[src/rtl/spr_pkg.sv]
// constants and types of the serial port and radio control port block
package spr_pkg;
  localparam logic [7:0] ADDR_SER_DATA = 8'h90;
  localparam logic [7:0] ADDR_DRIVE = 8'h93;
  localparam logic [7:0] ADDR_SER_DIR = 8'h96;
  localparam logic [7:0] ADDR_SER_ALT = 8'h97;
  localparam logic [7:0] ADDR_RADIO = 8'hA0;
  localparam logic [7:0] ADDR_ROUTE = 8'hB3;
  localparam logic [3:0] RST_SER_DATA = 4'hF;
  localparam logic [3:0] RST_SER_DIR = 4'h4;
  localparam logic [3:0] RST_SER_ALT = 4'h0;
  localparam logic [7:0] RST_DRIVE = 8'h00;
  localparam logic [7:0] RST_RADIO = 8'h04;
  localparam logic [1:0] RST_ROUTE = 2'h0;
  localparam logic [1:0] ROUTE_PINS = 2'h1;
  // serial pin indices
  localparam int PIN_CLK = 0;
  localparam int PIN_DOUT = 1;
  localparam int PIN_DIN = 2;
  localparam int PIN_CS = 3;
  // radio register bits
  localparam int RB_MATCH = 7;
  localparam int RB_CARRIER = 6;
  localparam int RB_READY = 5;
  localparam int RB_EOC = 4;
  localparam int RB_SOUT = 2;
  localparam int RB_ENABLE = 5;
  localparam int RB_TXSEL = 4;
  localparam int RB_SSEL = 3;
  localparam int RB_SIN = 1;
  localparam int RB_SCLK = 0;

  typedef struct packed {
    logic sclk;
    logic mosi;
    logic csn;
  } spr_spi_t;

  typedef struct packed {
    logic address_match;
    logic carrier_detect;
    logic data_ready_flag;
    logic end_of_conv;
    logic radio_serial_out;
  } spr_status_t;

  typedef struct packed {
    logic radio_enable;
    logic tx_select;
    logic radio_serial_select;
    logic radio_serial_in;
    logic radio_serial_clock;
  } spr_radio_t;
endpackage : spr_pkg

[src/rtl/spr_sync.sv]
// two-stage synchroniser, one per bit
`timescale 1ns/1ns
module spr_sync #(
  parameter int WIDTH = 4
) (
  input wire logic clock,
  input wire logic rstn,
  input wire logic [WIDTH-1:0] async_in,
  output logic [WIDTH-1:0] sync_out
);
  logic [WIDTH-1:0] stage1;
  logic [WIDTH-1:0] next_stage1;
  logic [WIDTH-1:0] next_sync_out;

  always_comb begin
    next_stage1 = rstn ? async_in : '0;
    next_sync_out = rstn ? stage1 : '0;
  end

  always_ff @(posedge clock) begin
    stage1 <= next_stage1;
    sync_out <= next_sync_out;
  end
endmodule : spr_sync

[src/rtl/spr_port.sv]
// serial port, high-drive control and radio control port
`timescale 1ns/1ns
module spr_port (
  input wire logic clock,
  input wire logic rstn,
  input wire logic [7:0] sfr_addr,
  input wire logic sfr_wr,
  input wire logic [7:0] sfr_wdata,
  output logic [7:0] sfr_rdata,
  input wire logic [3:0] ser_pin_in,
  output logic [3:0] ser_pin_out,
  output logic [3:0] ser_pin_oe,
  output logic timer2_input,
  input wire spr_pkg::spr_spi_t spi_master,
  output logic spi_miso,
  output logic [7:0] drive_source_hi,
  output logic [7:0] drive_sink_hi,
  input wire spr_pkg::spr_status_t radio_status,
  output spr_pkg::spr_radio_t radio_ctrl
);
  import spr_pkg::*;

  // ********************************
  // registers
  // ********************************
  logic [3:0] ser_data, next_ser_data;
  logic [3:0] ser_dir, next_ser_dir;
  logic [3:0] ser_alt, next_ser_alt;
  logic [7:0] first_port_high_drive, next_first_port_high_drive;
  logic [7:0] radio_reg, next_radio_reg;
  logic [1:0] route, next_route;
  logic [3:0] pin_sync;
  logic [4:0] stat_sync;

  always_comb begin
    next_ser_data = ser_data;
    next_ser_dir = ser_dir;
    next_ser_alt = ser_alt;
    next_first_port_high_drive = first_port_high_drive;
    next_radio_reg = radio_reg;
    next_route = route;
    if (!rstn) begin
      next_ser_data = RST_SER_DATA;
      next_ser_dir = RST_SER_DIR;
      next_ser_alt = RST_SER_ALT;
      next_first_port_high_drive = RST_DRIVE;
      next_radio_reg = RST_RADIO;
      next_route = RST_ROUTE;
    end else if (sfr_wr) begin
      case (sfr_addr)
        ADDR_SER_DATA: next_ser_data = sfr_wdata[3:0];
        ADDR_SER_DIR: next_ser_dir = sfr_wdata[3:0];
        ADDR_SER_ALT: next_ser_alt = sfr_wdata[3:0];
        ADDR_DRIVE: next_first_port_high_drive = sfr_wdata;
        ADDR_RADIO: next_radio_reg = sfr_wdata;
        ADDR_ROUTE: next_route = sfr_wdata[1:0];
        default: next_ser_data = ser_data;
      endcase
    end
  end

  always_ff @(posedge clock) begin
    ser_data <= next_ser_data;
    ser_dir <= next_ser_dir;
    ser_alt <= next_ser_alt;
    first_port_high_drive <= next_first_port_high_drive;
    radio_reg <= next_radio_reg;
    route <= next_route;
  end

  // ********************************
  // pin and status synchronisers
  // ********************************
  spr_sync #(.WIDTH(4)) u_pin_sync (
    .clock(clock),
    .rstn(rstn),
    .async_in(ser_pin_in),
    .sync_out(pin_sync)
  );

  // transceiver status sits in another block, so it is synchronised too
  spr_sync #(.WIDTH(5)) u_stat_sync (
    .clock(clock),
    .rstn(rstn),
    .async_in(radio_status),
    .sync_out(stat_sync)
  );

  spr_status_t st;
  assign st = stat_sync;

  // ********************************
  // serial port pins
  // ********************************
  logic spi_on;
  logic radio_spi;
  assign spi_on = (route == ROUTE_PINS);
  assign radio_spi = route[1];

  always_comb begin
    ser_pin_out = ser_data;
    ser_pin_oe = ~ser_dir;
    if (spi_on) begin
      ser_pin_out[PIN_CLK] = spi_master.sclk;
      ser_pin_out[PIN_DOUT] = spi_master.mosi;
      ser_pin_oe[PIN_CLK] = 1'b1;
      ser_pin_oe[PIN_DOUT] = 1'b1;
      ser_pin_oe[PIN_CS] = 1'b1;
    end else if (ser_alt[PIN_CLK]) begin
      ser_pin_oe[PIN_CLK] = 1'b0;
    end
    // outside spi routing, bits 1 and 3 keep their direction bits whatever alt says
    ser_pin_oe[PIN_DIN] = 1'b0;
    ser_pin_out[PIN_CS] = ser_data[PIN_CS];
  end

  assign timer2_input = !spi_on && ser_alt[PIN_CLK] && pin_sync[PIN_CLK];

  // ********************************
  // high drive and radio lines
  // ********************************
  genvar i;
  generate
    for (i = 0; i < 8; i++) begin : g_drive
      if (i % 2 == 1) begin : g_odd
        assign drive_source_hi[i] = first_port_high_drive[i];
        assign drive_sink_hi[i] = 1'b0;
      end else begin : g_even
        assign drive_source_hi[i] = 1'b0;
        assign drive_sink_hi[i] = first_port_high_drive[i];
      end
    end
  endgenerate

  always_comb begin
    radio_ctrl.radio_enable = radio_reg[RB_ENABLE];
    radio_ctrl.tx_select = radio_reg[RB_TXSEL];
    if (radio_spi) begin
      radio_ctrl.radio_serial_select = spi_master.csn;
      radio_ctrl.radio_serial_in = spi_master.mosi;
      radio_ctrl.radio_serial_clock = spi_master.sclk;
    end else begin
      radio_ctrl.radio_serial_select = radio_reg[RB_SSEL];
      radio_ctrl.radio_serial_in = radio_reg[RB_SIN];
      radio_ctrl.radio_serial_clock = radio_reg[RB_SCLK];
    end
    // master reads the radio when route bit 1 is set, the data-in pin otherwise
    if (radio_spi) begin
      spi_miso = st.radio_serial_out;
    end else begin
      spi_miso = pin_sync[PIN_DIN];
    end
  end

  // ********************************
  // read mux
  // ********************************
  logic [7:0] next_rdata;
  always_comb begin
    next_rdata = 8'h00;
    case (sfr_addr)
      ADDR_SER_DATA: next_rdata = {4'h0, pin_sync};
      ADDR_SER_DIR: next_rdata = {4'h0, ser_dir};
      ADDR_SER_ALT: next_rdata = {4'h0, ser_alt};
      ADDR_DRIVE: next_rdata = first_port_high_drive;
      ADDR_RADIO: begin
        next_rdata[RB_MATCH] = st.address_match;
        next_rdata[RB_CARRIER] = st.carrier_detect;
        next_rdata[RB_READY] = st.data_ready_flag;
        next_rdata[RB_EOC] = st.end_of_conv;
        next_rdata[RB_SOUT] = st.radio_serial_out;
      end
      ADDR_ROUTE: next_rdata = {6'h00, route};
      default: next_rdata = 8'h00;
    endcase
    if (!rstn) begin
      next_rdata = 8'h00;
    end
  end

  always_ff @(posedge clock) begin
    sfr_rdata <= next_rdata;
  end
endmodule : spr_port

[config.mk]
export PLATFORM = sky130hd
export DESIGN_NAME = spr_port
export DESIGN_NICKNAME = d
export VERILOG_FILES = /design/src/rtl/spr_pkg.sv /design/src/rtl/spr_sync.sv /design/src/rtl/spr_port.sv
export SDC_FILE = /design/constraint.sdc
export NUM_CORES = 1
export LEC_CHECK = 0
export CAP_MARGIN = 20
export CORE_AREA = 3 3 116 62
export CTS_CLUSTER_DIAMETER = 100
export DETAILED_ROUTE_END_ITERATION = 16
export DIE_AREA = 0 0 119 65
export DONT_BUFFER_PORTS = 1
export PLACE_DENSITY = 0.55
export SLEW_MARGIN = 20
export SYNTH_ARGS = -nofsm -noshare
export SYNTH_HDL_FRONTEND = slang
export SYNTH_SLANG_ARGS = --single-unit
[constraint.sdc]
create_clock -name clock -period 2.2 [get_ports clock]
set_input_delay 0.33 -clock clock [delete_from_list [all_inputs] [get_ports clock]]
set_output_delay 0.33 -clock clock [all_outputs]
set_load 0.02 [all_outputs]
Yosys cells after proc, flatten, opt, wreduce, memory -nomap -nowiden --
Index checks and enable logic that the tools add are counted.
Word-level totals: flip-flop bits (word level) 54, input port bits 31
Cells by class: equality and inequality tests 7, reductions and logical operators 9, multiplexer cells 11, bitwise gates (word level) 1
Operators by type and width (number):
- $eq A8 B8 Y1 const B | 6
- $reduce_and A2 Y1 | 6
- $pmux W2 S5 | 1
- $pmux W4 S2 | 1
- $mux W1 | 5
- $pmux W1 S5 | 1
- $not A4 Y4 | 1
- $pmux W1 S4 | 1
- $mux W3 | 1
- $eq A2 B1 Y1 const B | 1
- $logic_and A1 B1 Y1 | 2
- $mux W2 | 1
- $logic_not A1 Y1 | 1

Longest topological paths before layout --
Gate-level depths: netlist of the first run.
depth in word-level cells 4, gate-level depth with buffers 6, mapped depth without buffers 4

Modules after synthesis --
Synthesis of the first run repeated with hierarchy kept, for this count alone.
Unflattened totals: cells, all modules 216, area, all modules 2268.4 um^2
By module, submodules not included:
- spr_port | seq. area each 700.7 um^2, times used 1, cells an instance 180, area each 1795.5 um^2
- spr_sync at u_stat_sync | seq. area each 200.2 um^2, times used 1, cells an instance 20, area each 262.8 um^2
- spr_sync at u_pin_sync | seq. area each 160.2 um^2, times used 1, cells an instance 16, area each 210.2 um^2

Worst setup path after synthesis of the first run --
OpenSTA, ideal clock, no wires.
path type input -> register, start in sfr_addr[1], end reg radio_reg[3], required time 2.072 ns, arrival 1.597 ns, slack 0.475 ns, setup time 0.128 ns, cell stages on the path 6, cells stage by stage clkbuf_1 or4_1 buf_2 nor3_4 mux2i_1 nor2_1
On the way: longest elaborated chain between the ends 2
RTL lines:
- start, declared | RTL line spr_port.sv:6 | input wire logic [7:0] sfr_addr,
- $eq A8 B8 Y1 | RTL line spr_port.sv:50 | case (sfr_addr)
- $reduce_and A2 Y1 (no line)
- end signal, assigned | RTL line spr_port.sv:67 | radio_reg <= next_radio_reg;
- end, declared | RTL line spr_port.sv:30 | logic [7:0] radio_reg, next_radio_reg;
Every way passes these cells. A chain may end at the register's enable or synchronous reset.

Final worst setup path of the first run --
start reg route[1], end out ser_pin_out[1]
On the way: longest elaborated chain between the ends 2
RTL lines:
- start, declared | RTL line spr_port.sv:31 | logic [1:0] route, next_route;
- start signal, assigned | RTL line spr_port.sv:68 | route <= next_route;
- $eq A2 B1 Y1 | RTL line spr_port.sv:97 | assign spi_on = (route == ROUTE_PINS);
- $mux W2 | RTL line spr_port.sv:103 | if (spi_on) begin
- end, declared | RTL line spr_port.sv:11 | output logic [3:0] ser_pin_out,
Every way passes these cells.

==> results by group, run 1 <==
Die
  • Cell Rows: 20
  • I/O pin cnt: 70
  • Area of the die: 7740 um2
  • Initial cell density of the core: 35.7%
  • Std-Cell Core Area: ~6100 um2
  • Horizontal die dimension: 119 um
  • Height of the die: 65 um

Timing
  • Count of endpoints failing hold in the final timing report: 0
  • Number of endpoints failing setup at the final stage: 0
  • Tmin final: between 1.5 and 2 ns
  • F_max: 0.600 GHz
  • Setup repair after global routing missed its margin: no
  • Transition time at the pin with the least slew margin: 0.687 ns
  • Min Hold Slack: roughly 0.1 ns
  • Sum of negative setup slack: 0 ns
  • Ratio of final minimum period to clock period: 75.7%
  • Relative slew slack: between 50% and 60%
  • Final number of max-transition violations: 0
  • Clock Skews: 0.00936 ns

Critical path
  • Setup Crit Path Kind: reg -> out
  • Slack of the worst reg-to-reg path: about 1.1 ns
  • Delay of the slowest cell on the worst path: 0.44 ns
  • Cell at the slowest stage of the critical path: mux2_2
  • Highest net fanout along the worst path: 6
  • Worst endpoint data arrival time: roughly 1.3 ns
  • Worst setup SP type: flip-flop
  • Crit end category: output port
  • Data required time at the worst endpoint: 1.87 ns
  • Cell breakdown of the critical path: nand2b_1, mux2_2

Logic synthesis
  • Post-Synth Simple-Gate Area: between 20% and 30%
  • Average cell area after synthesis: about 10 um2
  • Sequential area share after synthesis: 48.5%
  • Multiplexer share of the synthesized area: approximately 17%
  • Cell types with the largest area share after synthesis: dfxtp_1 (49%), mux2i_1 (13%), and2_1 (5.4%), nor2_1 (5.1%), buf_4 (4.5%)
  • Dominant combinational cell family by area after synthesis: simple AND/OR/NAND/NOR gates
  • Instance count of the mapped netlist: 218
  • Netlist area before placement: around 2200 um2
  • #FFs+latches synth: 53
  • Fraction of post-synthesis cell area in the top cell type by area: about half
  • Synth Area in Adders: 0%
  • Count of cell types in the netlist: 36
  • Warnings from Yosys: 0
  • Biggest area consumer among synthesized cells: dfxtp_1
  • Compound-cell area share of the yosys netlist: 6.69%
  • Xor/xnor cell area share of the yosys netlist: 0%

Power
  • PwrDens: 804 nW/um2
  • Leakage: 0.945 nW
  • Peak VDD IR: ~470 uV

Layout
  • Biggest regs: first_port_high_drive: 8 flops, sfr_rdata: 8 flops
  • End-of-flow core utilization: 39.0%
  • Antenna Diode Count: 0
  • Combined area of the multi-input logic cells: approximately 1000 um2
  • Leading cell types in the layout, fill and taps excluded: dfxtp_1 (53), nor2_1 (30), mux2i_1 (28)
  • Most common cell after layout, fill and taps aside: dfxtp_1
  • Ratio of cells with drive above 1 in the final layout: between 10 and 15%
  • Count of non-filler cells in the finished layout: 304
  • Area taken by flip-flops and latches: 1060 um2
  • Count of nets after finishing: 246
  • Number of filler instances in the final layout: 613
  • Area growth syn-to-layout: 9.38%

Routing
  • Iter 0 DRT Violations: 39
  • Ratio of routed vias to standard cells: 4.81
  • Remaining routing DRC violations: 0
  • DR vias: around 1500
  • Detailed-routing iteration count for the pre-antenna-repair pass: 7
  • Count of antenna-violating nets left after detailed routing: 0
  • Detailed Route WL: 5010 um
  • Routed len/inst: 16.5 um

Placement
  • Count of port buffers added during placement: 0
  • Cell count after placement: 296
  • Final weighted congestion in routability-driven placement: roughly 0.82
  • Final HPWL from detailed placement: 3680 um

Clock network
  • Clock tree from TritonCTS: built
  • Number of hold-repair buffers added at the cts stage: 0
  • H-tree lvl count: 2
  • Longest Clk Path Bufs: 2
  • Post-CTS clock slew at the launch and capture registers of the worst setup and hold paths: roughly 0.070 ns
  • Clock root buffer: clkbuf_16
  • Clock insertion delay at the later pin of the skew report: 0.29 ns
  • Resized Gates After CTS: 0
  • Number of setup buffers added after CTS: 0
  • Clock buffer count from CTS: 5
  • Clock Sink Count: between 50 and 60

Run status
  • Run status: completed

Global route
  • Tot GR Track Use: about an eighth
  • Met2 Track Usage GR: approximately 22%
  • First-pass GRT wire length: 7880 um
  • Largest net degree at the start of global routing: 29
  • Total overflow reported by the global router: 0
  • Vias in the first global route: 1499
  • Met1 Resource Use GR: 14.7%
  • Number of antenna violations at the first check in global routing: 0
  • Global route hottest layer: met2
  • M3 GR Usage: under 10%

Run
  • Max-cap check violation count: 0

Hold path
  • Worst Hold Class: in -> reg
==> power by group <==
part	total, mW	switching (mW)	internal, mW
logic	0.0651	0.0429	0.0222
registers	0.980	0.00495	0.975
clock network	0.878	0.339	0.539
==> Yosys cell counts <==
cell type	instances
nand2b_1	4
mux2i_1	28
or4_1	1
dfxtp_1	53
a32o_1	2
nand3_1	3
and4bb_2	1
o211ai_1	1
nor2_1	30
nand4_1	1
mux2_2	8
and3b_1	1
and3_1	1
buf_2	1
nor4_2	1
clkbuf_1	8
a22oi_1	5
inv_1	1
and2_1	19
nor3b_1	1
o32a_1	1
nand2_1	9
nor2b_1	4
a22o_1	2
o21a_1	1
o2bb2ai_1	2
a21oi_1	3
buf_4	13
and4_1	1
nor3_1	5
inv_2	1
conb_1	1
nor3_4	2
nand3b_1	1
o21ai_0	1
a32oi_1	1
==> routing by layer <==
metal / part of all wire, % / vias up
li1: - / 715
met1: 43 / 696
met2: 48 / 43
met3: 7.8 / 9
met4: 1.9 / 0
met5: 0 / -
==> final timing paths <==
path,startpoint,cells past startpoint,end
setup / recovery,route[1]$_SDFFE_PN0P_,2,ser_pin_out[1]
hold / removal,rstn,1,ser_data[2]$_SDFFE_PN1P_
setup reg to reg,ser_dir[3]$_SDFFE_PN0P_,4,sfr_rdata[3]$_SDFF_PN0_
hold reg to reg,u_stat_sync.stage1[1]$_SDFF_PN0_,1,u_stat_sync.sync_out[1]$_SDFF_PN0_
==> layout make-up <==
class | instances | share of cell area, %
Sequential cell | 53 | 44.4
Multi-Input combinational cell | 149 | 42.5
Clock buffer | 6 | 5.39
Tap cell | 88 | 4.60
Clock inverter | 2 | 1.62
Timing Repair Buffer | 4 | 1.26
Inverter | 2 | 0.314
==> critical path, delay by kind of cell, from the launching register on <==
kind / cells / cell delay (ns)
simple gates: 1 / 0.29
flops: 1 / 0.32
mux: 1 / 0.44
==> cell families (layout without fill, tap and decap cells) <==
kind of cell | count (synthesis) | in the layout
other cells | 1 | 9
flops | 53 | 53
buf+inv | 24 | 14
mux | 36 | 36
simple gates | 85 | 85
compound gates | 19 | 19
==> metrics by stage <==
stage                     total power, mW  setup WS, ns  cell area [um2]
after CTS                            1.94         0.509             2390
after global placement               1.07         0.383             2220
final                                1.92         0.535             2390
after global routing                 1.99         0.468             2390
after detailed placement             1.07         0.354             2220
after floorplan                      1.08         0.475             2220
No activity file was read; power rests on OpenSTA's default activity.
==> inputs of run 2 (changes only) <==
Settings changed: PLACE_DENSITY 0.55 to 0.57.
Clock period 2.2 ns to 1.5 ns, I/O delays scaled along.
==> results by group, run 2 (synthesized netlist as in run 1, its figures left out) <==
Routing
  • Ratio of routed vias to standard cells: 4.84
  • Remaining routing DRC violations: 0
  • Iter 0 DRT Violations: 47
  • DR vias: 1509
  • Count of antenna-violating nets left after detailed routing: 0
  • Detailed-routing iteration count for the pre-antenna-repair pass: 4
  • Detailed Route WL: 4970 um
  • Routed len/inst: 15.9 um

Die
  • Std-Cell Core Area: a little over 6000 um2
  • Initial cell density of the core: 35.7%
  • Horizontal die dimension: 119 um
  • Area of the die: just under 8000 um2
  • Height of the die: 65 um
  • Cell Rows: 20
  • I/O pin cnt: 70

Timing
  • Ratio of final minimum period to clock period: 94.5%
  • F_max: 0.705 GHz
  • Final number of max-transition violations: 0
  • Number of endpoints failing setup at the final stage: 0
  • Tmin final: 1.42 ns
  • Count of endpoints failing hold in the final timing report: 0
  • Clock Skews: 0.00665 ns
  • Sum of negative setup slack: 0 ns
  • Setup repair after global routing missed its margin: no

Power
  • PwrDens: 1140 nW/um2
  • Leakage: just under 1 nW
  • Peak VDD IR: 426 uV

Layout
  • Count of non-filler cells in the finished layout: between 300 and 400
  • Leading cell types in the layout, fill and taps excluded: dfxtp_1 (53), nor2_1 (30), mux2i_1 (28)
  • Post-route cell area: 2470 um2
  • Antenna Diode Count: 0
  • Most common cell after layout, fill and taps aside: dfxtp_1
  • End-of-flow core utilization: 40.3%
  • Count of nets after finishing: 254
  • Biggest regs: first_port_high_drive: 8 flops, sfr_rdata: 8 flops
  • Ratio of cells with drive above 1 in the final layout: around 14%
  • Area growth syn-to-layout: 12.9%

Clock network
  • Clock Sink Count: 53
  • Longest Clk Path Bufs: 2
  • Clock root buffer: clkbuf_16
  • Post-CTS clock slew at the launch and capture registers of the worst setup and hold paths: ~0.070 ns
  • Clock tree from TritonCTS: built
  • Clock insertion delay at the later pin of the skew report: between 0.2 and 0.3 ns
  • H-tree lvl count: 2
  • Clock buffer count from CTS: 5

Run
  • Max-cap check violation count: 0

Placement
  • Final HPWL from detailed placement: 3740 um
  • Standard cell area after detailed placement: 2270 um2
  • Cell count after placement: ~300
  • Final weighted congestion in routability-driven placement: just over 0.8
  • Count of port buffers added during placement: 0

Global route
  • Tot GR Track Use: between 10% and 20%
  • Total overflow reported by the global router: 0
  • First-pass GRT wire length: 7910 um
  • Largest net degree at the start of global routing: 24
  • Vias in the first global route: 1476
  • Number of antenna violations at the first check in global routing: 0

Critical path
  • Highest net fanout along the worst path: 6
  • Setup Crit Path Kind: reg -> out
  • Crit end category: output port
  • Worst endpoint data arrival time: 1.19 ns
  • Data required time at the worst endpoint: 1.27 ns
  • Worst setup SP type: flip-flop

Run status
  • Run status: completed

Hold path
  • Worst Hold Class: in -> reg
==> run 2: cell types whose count changed in the layout (fill, tap and decap cells not counted) <==
cell,previous run,this run
nand2b_4,0,1
or4_4,0,1
or4_1,1,0
nand2b_1,4,3
buf_4,4,10
dlygate4sd3_1,0,2
==> run 2: worst paths after layout <==
kind,start,to,slack [ns],depth (start not counted)
setup / recovery,route[1]$_SDFFE_PN0P_,ser_pin_out[1],0.08,2
hold / removal,rstn,ser_data[2]$_SDFFE_PN1P_,0.009,1
setup reg to reg,ser_dir[3]$_SDFFE_PN0P_,sfr_rdata[3]$_SDFF_PN0_,0.41,4
hold reg to reg,u_pin_sync.stage1[2]$_SDFF_PN0_,u_pin_sync.sync_out[2]$_SDFF_PN0_,0.43,1
==> run 2: repair_timing <==
item | CTS | global route
gates cloned | 0 | 0
endpoints found under the hold margin | 3 | 0
gates resized for setup | 1 | 1
buffers inserted | 0 | 0
setup endpoints to repair | 2 | 2
hold buffers | 2 | 0
==> run 2: layer usage <==
| layer | part of all wire [%] | vias to the layer above | track usage, % |
|---|---|---|---|
| met1 | 43 | 716 | 15.3 |
| met5 | 0 | - | 0 |
| met4 | 1.4 | 0 | 5.19 |
| met2 | 46 | 51 | 21.4 |
| met3 | 9.8 | 7 | 6.28 |
| li1 | - | 735 | - |
==> run 2: final cells by class <==
class	instances	area [um2]
Inverter	2	7.51
Clock inverter	2	38.8
Tap cell	88	110
Multi-Input combinational cell	149	1030
Timing Repair Buffer	12	95.1
Fill cell	624	3660
Sequential cell	53	1060
Clock buffer	6	129
==> run 2: metrics by stage <==
stage          setup WS [ns]  total power, mW  hold WS [ns]
2_1_floorplan        -0.0252             1.59         0.347
5_1_grt               0.0359             2.94       0.00210
3_3_place_gp         -0.0153             1.57         0.291
3_5_place_dp         -0.0222             1.57         0.296
4_1_cts               0.0281             2.86       0.00399
6_report              0.0821             2.83       0.00926
==> run 2: critical path, cell delays in order, from the launching register on <==
cell and delay [ns]:
dfxtp_1 0.33, nand2b_4 0.17, mux2_2 0.41
==> run 2: report_power, final <==
part / total, mW / internal [mW] / switching (mW)
Sequential: 1.44 / 1.43 / 0.00721
Clock: 1.28 / 0.791 / 0.491
Combinational: 0.108 / 0.0416 / 0.0660
==> inputs of run 3 (changes only) <==
Settings changed: ABC_AREA set to 1, CAP_MARGIN 20 to unset, CORE_AREA 3 3 116 62 to 3 3 118 63, DIE_AREA 0 0 119 65 to 0 0 121 66, HOLD_SLACK_MARGIN set to 0.15.
==> results by group, run 3 <==
Clock network
  • Clock buffer count from CTS: 5
  • Clock tree from TritonCTS: built
  • Longest Clk Path Bufs: 2
  • H-tree lvl count: 2
  • Post-CTS clock slew at the launch and capture registers of the worst setup and hold paths: around 0.07 ns
  • Clock Sink Count: 53
  • Clock root buffer: clkbuf_16
  • Clock insertion delay at the later pin of the skew report: 0.29 ns

Power
  • Peak VDD IR: around 500 uV
  • Switching share of power: 20.9%
  • Reg power frac: 49.0%
  • Power, Total: about 2.9 mW
  • Clock share of power: 45.2%
  • Combinational share of power: 5.9%
  • Net switching power: ~0.6 mW
  • Leakage: about 1.3 nW
  • PwrDens: 1080 nW/um2
  • Pint: 2.33 mW

Die
  • Initial cell density of the core: 34.5%
  • Height of the die: 66 um
  • Area of the die: 7990 um2
  • Cell Rows: 21
  • Std-Cell Core Area: 6540 um2
  • Horizontal die dimension: 121 um
  • I/O pin cnt: 70

Logic synthesis
  • Post-Synth Simple-Gate Area: 31.0%
  • Average cell area after synthesis: 7.29 um2
  • Fraction of post-synthesis cell area in the top cell type by area: 47.0%
  • Count of cell types in the netlist: 24
  • Dominant combinational cell family by area after synthesis: simple AND/OR/NAND/NOR gates
  • Proportion of register bits with asynchronous set or reset after synthesis: 0%
  • Xor/xnor cell area share of the yosys netlist: 0%
  • Netlist area before placement: 2260 um2
  • Multiplexer share of the synthesized area: 0%
  • Leading cell type by number of instances after synthesis: nand2_1
  • Number of synthesized flops with an enable pin: 0
  • Compound-cell area share of the yosys netlist: 7.76%
  • Instance count of the mapped netlist: 310
  • Synth top cells by count: nand2_1 (70), dfxtp_1 (53), nor2_1 (42)
  • #FFs+latches synth: 53
  • Biggest area consumer among synthesized cells: dfxtp_1
  • Synth Area in Adders: 0%
  • Most frequently used flop master after synthesis: dfxtp_1
  • Cell types with the largest area share after synthesis: dfxtp_1 (47%), nand2_1 (12%), nor2_1 (7.0%), inv_1 (6.5%), nand3_1 (5.5%)
  • Warnings from Yosys: 0
  • Sequential area share after synthesis: 47.0%

Critical path
  • Highest net fanout along the worst path: 8
  • Delay of the slowest cell on the worst path: 0.61 ns
  • R2R cell count: 4
  • Setup Crit Path Kind: in -> reg
  • Cell at the slowest stage of the critical path: dlygate4sd3_1
  • Crit end category: flip-flop
  • Cell breakdown of the critical path: dlygate4sd3_1, nand4_1, dlygate4sd3_1, nand3_1
  • Worst endpoint data arrival time: 1.58 ns
  • Most used cell along the critical path: dlygate4sd3_1
  • Data required time at the worst endpoint: between 1.5 and 2 ns
  • Worst setup SP type: input pin

Timing
  • Number of endpoints failing setup at the final stage: 0
  • Sum of negative setup slack: 0 ns
  • Tmin final: 1.41 ns
  • F_max: roughly 0.71 GHz
  • Setup repair after global routing missed its margin: no
  • Clock Skews: 0.00258 ns
  • Ratio of final minimum period to clock period: between 90% and 100%
  • Count of endpoints failing hold in the final timing report: 0
  • Final number of max-transition violations: 0

Global route
  • Total overflow reported by the global router: 0
  • Number of antenna violations at the first check in global routing: 0
  • Vias in the first global route: 1821
  • First-pass GRT wire length: 8670 um
  • Tot GR Track Use: roughly 14%
  • Largest net degree at the start of global routing: 42

Routing
  • Top sig layer: met4
  • Remaining routing DRC violations: 0
  • Routed length on met2: 2440 um
  • Detailed Route WL: 5400 um
  • Count of antenna-violating nets left after detailed routing: 0
  • Detail Route met3 WL: 337 um
  • Met1 Routed Length: 2560 um
  • Iter 0 DRT Violations: 98
  • Ratio of routed vias to standard cells: roughly 4.4
  • DR vias: 1869
  • Detailed-routing iteration count for the pre-antenna-repair pass: 4
  • Routed len/inst: 12.7 um

Layout
  • Count of nets after finishing: 362
  • End-of-flow core utilization: about two fifths
  • Biggest regs: first_port_high_drive: 8 flops, sfr_rdata: 8 flops
  • Number of filler instances in the final layout: ~650
  • Leading cell types in the layout, fill and taps excluded: nand2_1 (70), dfxtp_1 (53), nor2_1 (41)
  • Most common cell after layout, fill and taps aside: nand2_1
  • Ratio of cells with drive above 1 in the final layout: 10.2%
  • Antenna Diode Count: 0
  • Area growth syn-to-layout: 20.7%

Placement
  • Count of port buffers added during placement: 0
  • Final HPWL from detailed placement: 3750 um
  • Final weighted congestion in routability-driven placement: slightly below 0.9

Run status
  • Run status: completed

Hold path
  • Worst Hold Class: in -> reg
  • Worst hold path depth: 2

Run
  • Max-cap check violation count: 0
-- run 3: cell count changes after synthesis, moves of 5 or more --
cell | before | now
a22oi_1 | 5 | 0
nand2_1 | 9 | 70
nor3_1 | 5 | 0
nand3_1 | 3 | 25
mux2i_1 | 28 | 0
nor2_1 | 30 | 42
o21ai_0 | 1 | 19
and2_1 | 19 | 1
a21oi_1 | 3 | 11
mux2_2 | 8 | 0
inv_1 | 1 | 39
-- run 3: logic make-up after synthesis --
group / after synthesis
other: 1
buffers and inverters: 67
flip-flops: 53
AND/OR/NAND/NOR: 155
AO/OA/AOI/OAI: 34
-- run 3: layout make-up --
| cell class | count | area, um2 | area share (%) |
|---|---|---|---|
| flip-flops and latches | 53 | 1060 | 38.9 |
| well taps | 92 | 115 | 4.22 |
| clock inverters | 2 | 37.5 | 1.38 |
| clock buffers | 6 | 139 | 5.10 |
| inverters | 44 | 165 | 6.06 |
| multi-input cells | 198 | 922 | 33.8 |
| repair buffers | 29 | 285 | 10.5 |
-- run 3: worst paths after layout --
| kind | startpoint | slack, ns | end |
|---|---|---|---|
| max | sfr_wr | 0.09 | ser_data[0]$_SDFFE_PN1P_ |
| max reg2reg | first_port_high_drive[1]$_SDFFE_PN0P_ | 0.57 | sfr_rdata[1]$_SDFF_PN0_ |
| min reg2reg | u_stat_sync.stage1[2]$_SDFF_PN0_ | 0.41 | u_stat_sync.sync_out[2]$_SDFF_PN0_ |
| min | sfr_wr | 0.17 | route[0]$_SDFFE_PN0P_ |
-- run 3: routing by layer --
layer  global-route usage, %  vias up
li1                        -      973
met5                       0        -
met1                    17.0      841
met4                    5.93        0
met2                    23.4       51
met3                    4.79        4
-- run 3: critical path, delay by kind of cell --
kind,cells,cell delay (ns)
simple gates,2,0.19
buf+inv,2,1.16
-- run 3: what timing repair did --
item	4_1_cts	5_1_grt
hold buffers	23	0
resized for setup	2	3
buffers inserted	0	0
setup endpoints to repair	5	2
hold endpoints to repair	45	0
pin swaps	0	0
-- run 3: metrics by stage --
stage	worst slack, ns	hold slack [ns]	instances	area (um2)
floorplan	0.272	0.318	318	2290
global placement	0.166	0.323	393	2300
detailed placement	0.155	0.326	393	2300
CTS	0.0383	0.161	424	2720
global route	0.0125	0.192	424	2730
finish	0.0940	0.172	424	2730
-- run 3: power groups by stage --
| stage | Combinational (mW) | Sequential, mW | Clock (mW) |
|---|---|---|---|
| 4_1_cts | 0.172 | 1.44 | 1.37 |
| 3_5_place_dp | 0.0957 | 1.47 | 0 |
| 2_1_floorplan | 0.123 | 1.47 | 0 |
| 5_1_grt | 0.193 | 1.44 | 1.42 |
| 3_3_place_gp | 0.0936 | 1.47 | 0 |
| 6_report | 0.173 | 1.44 | 1.33 |
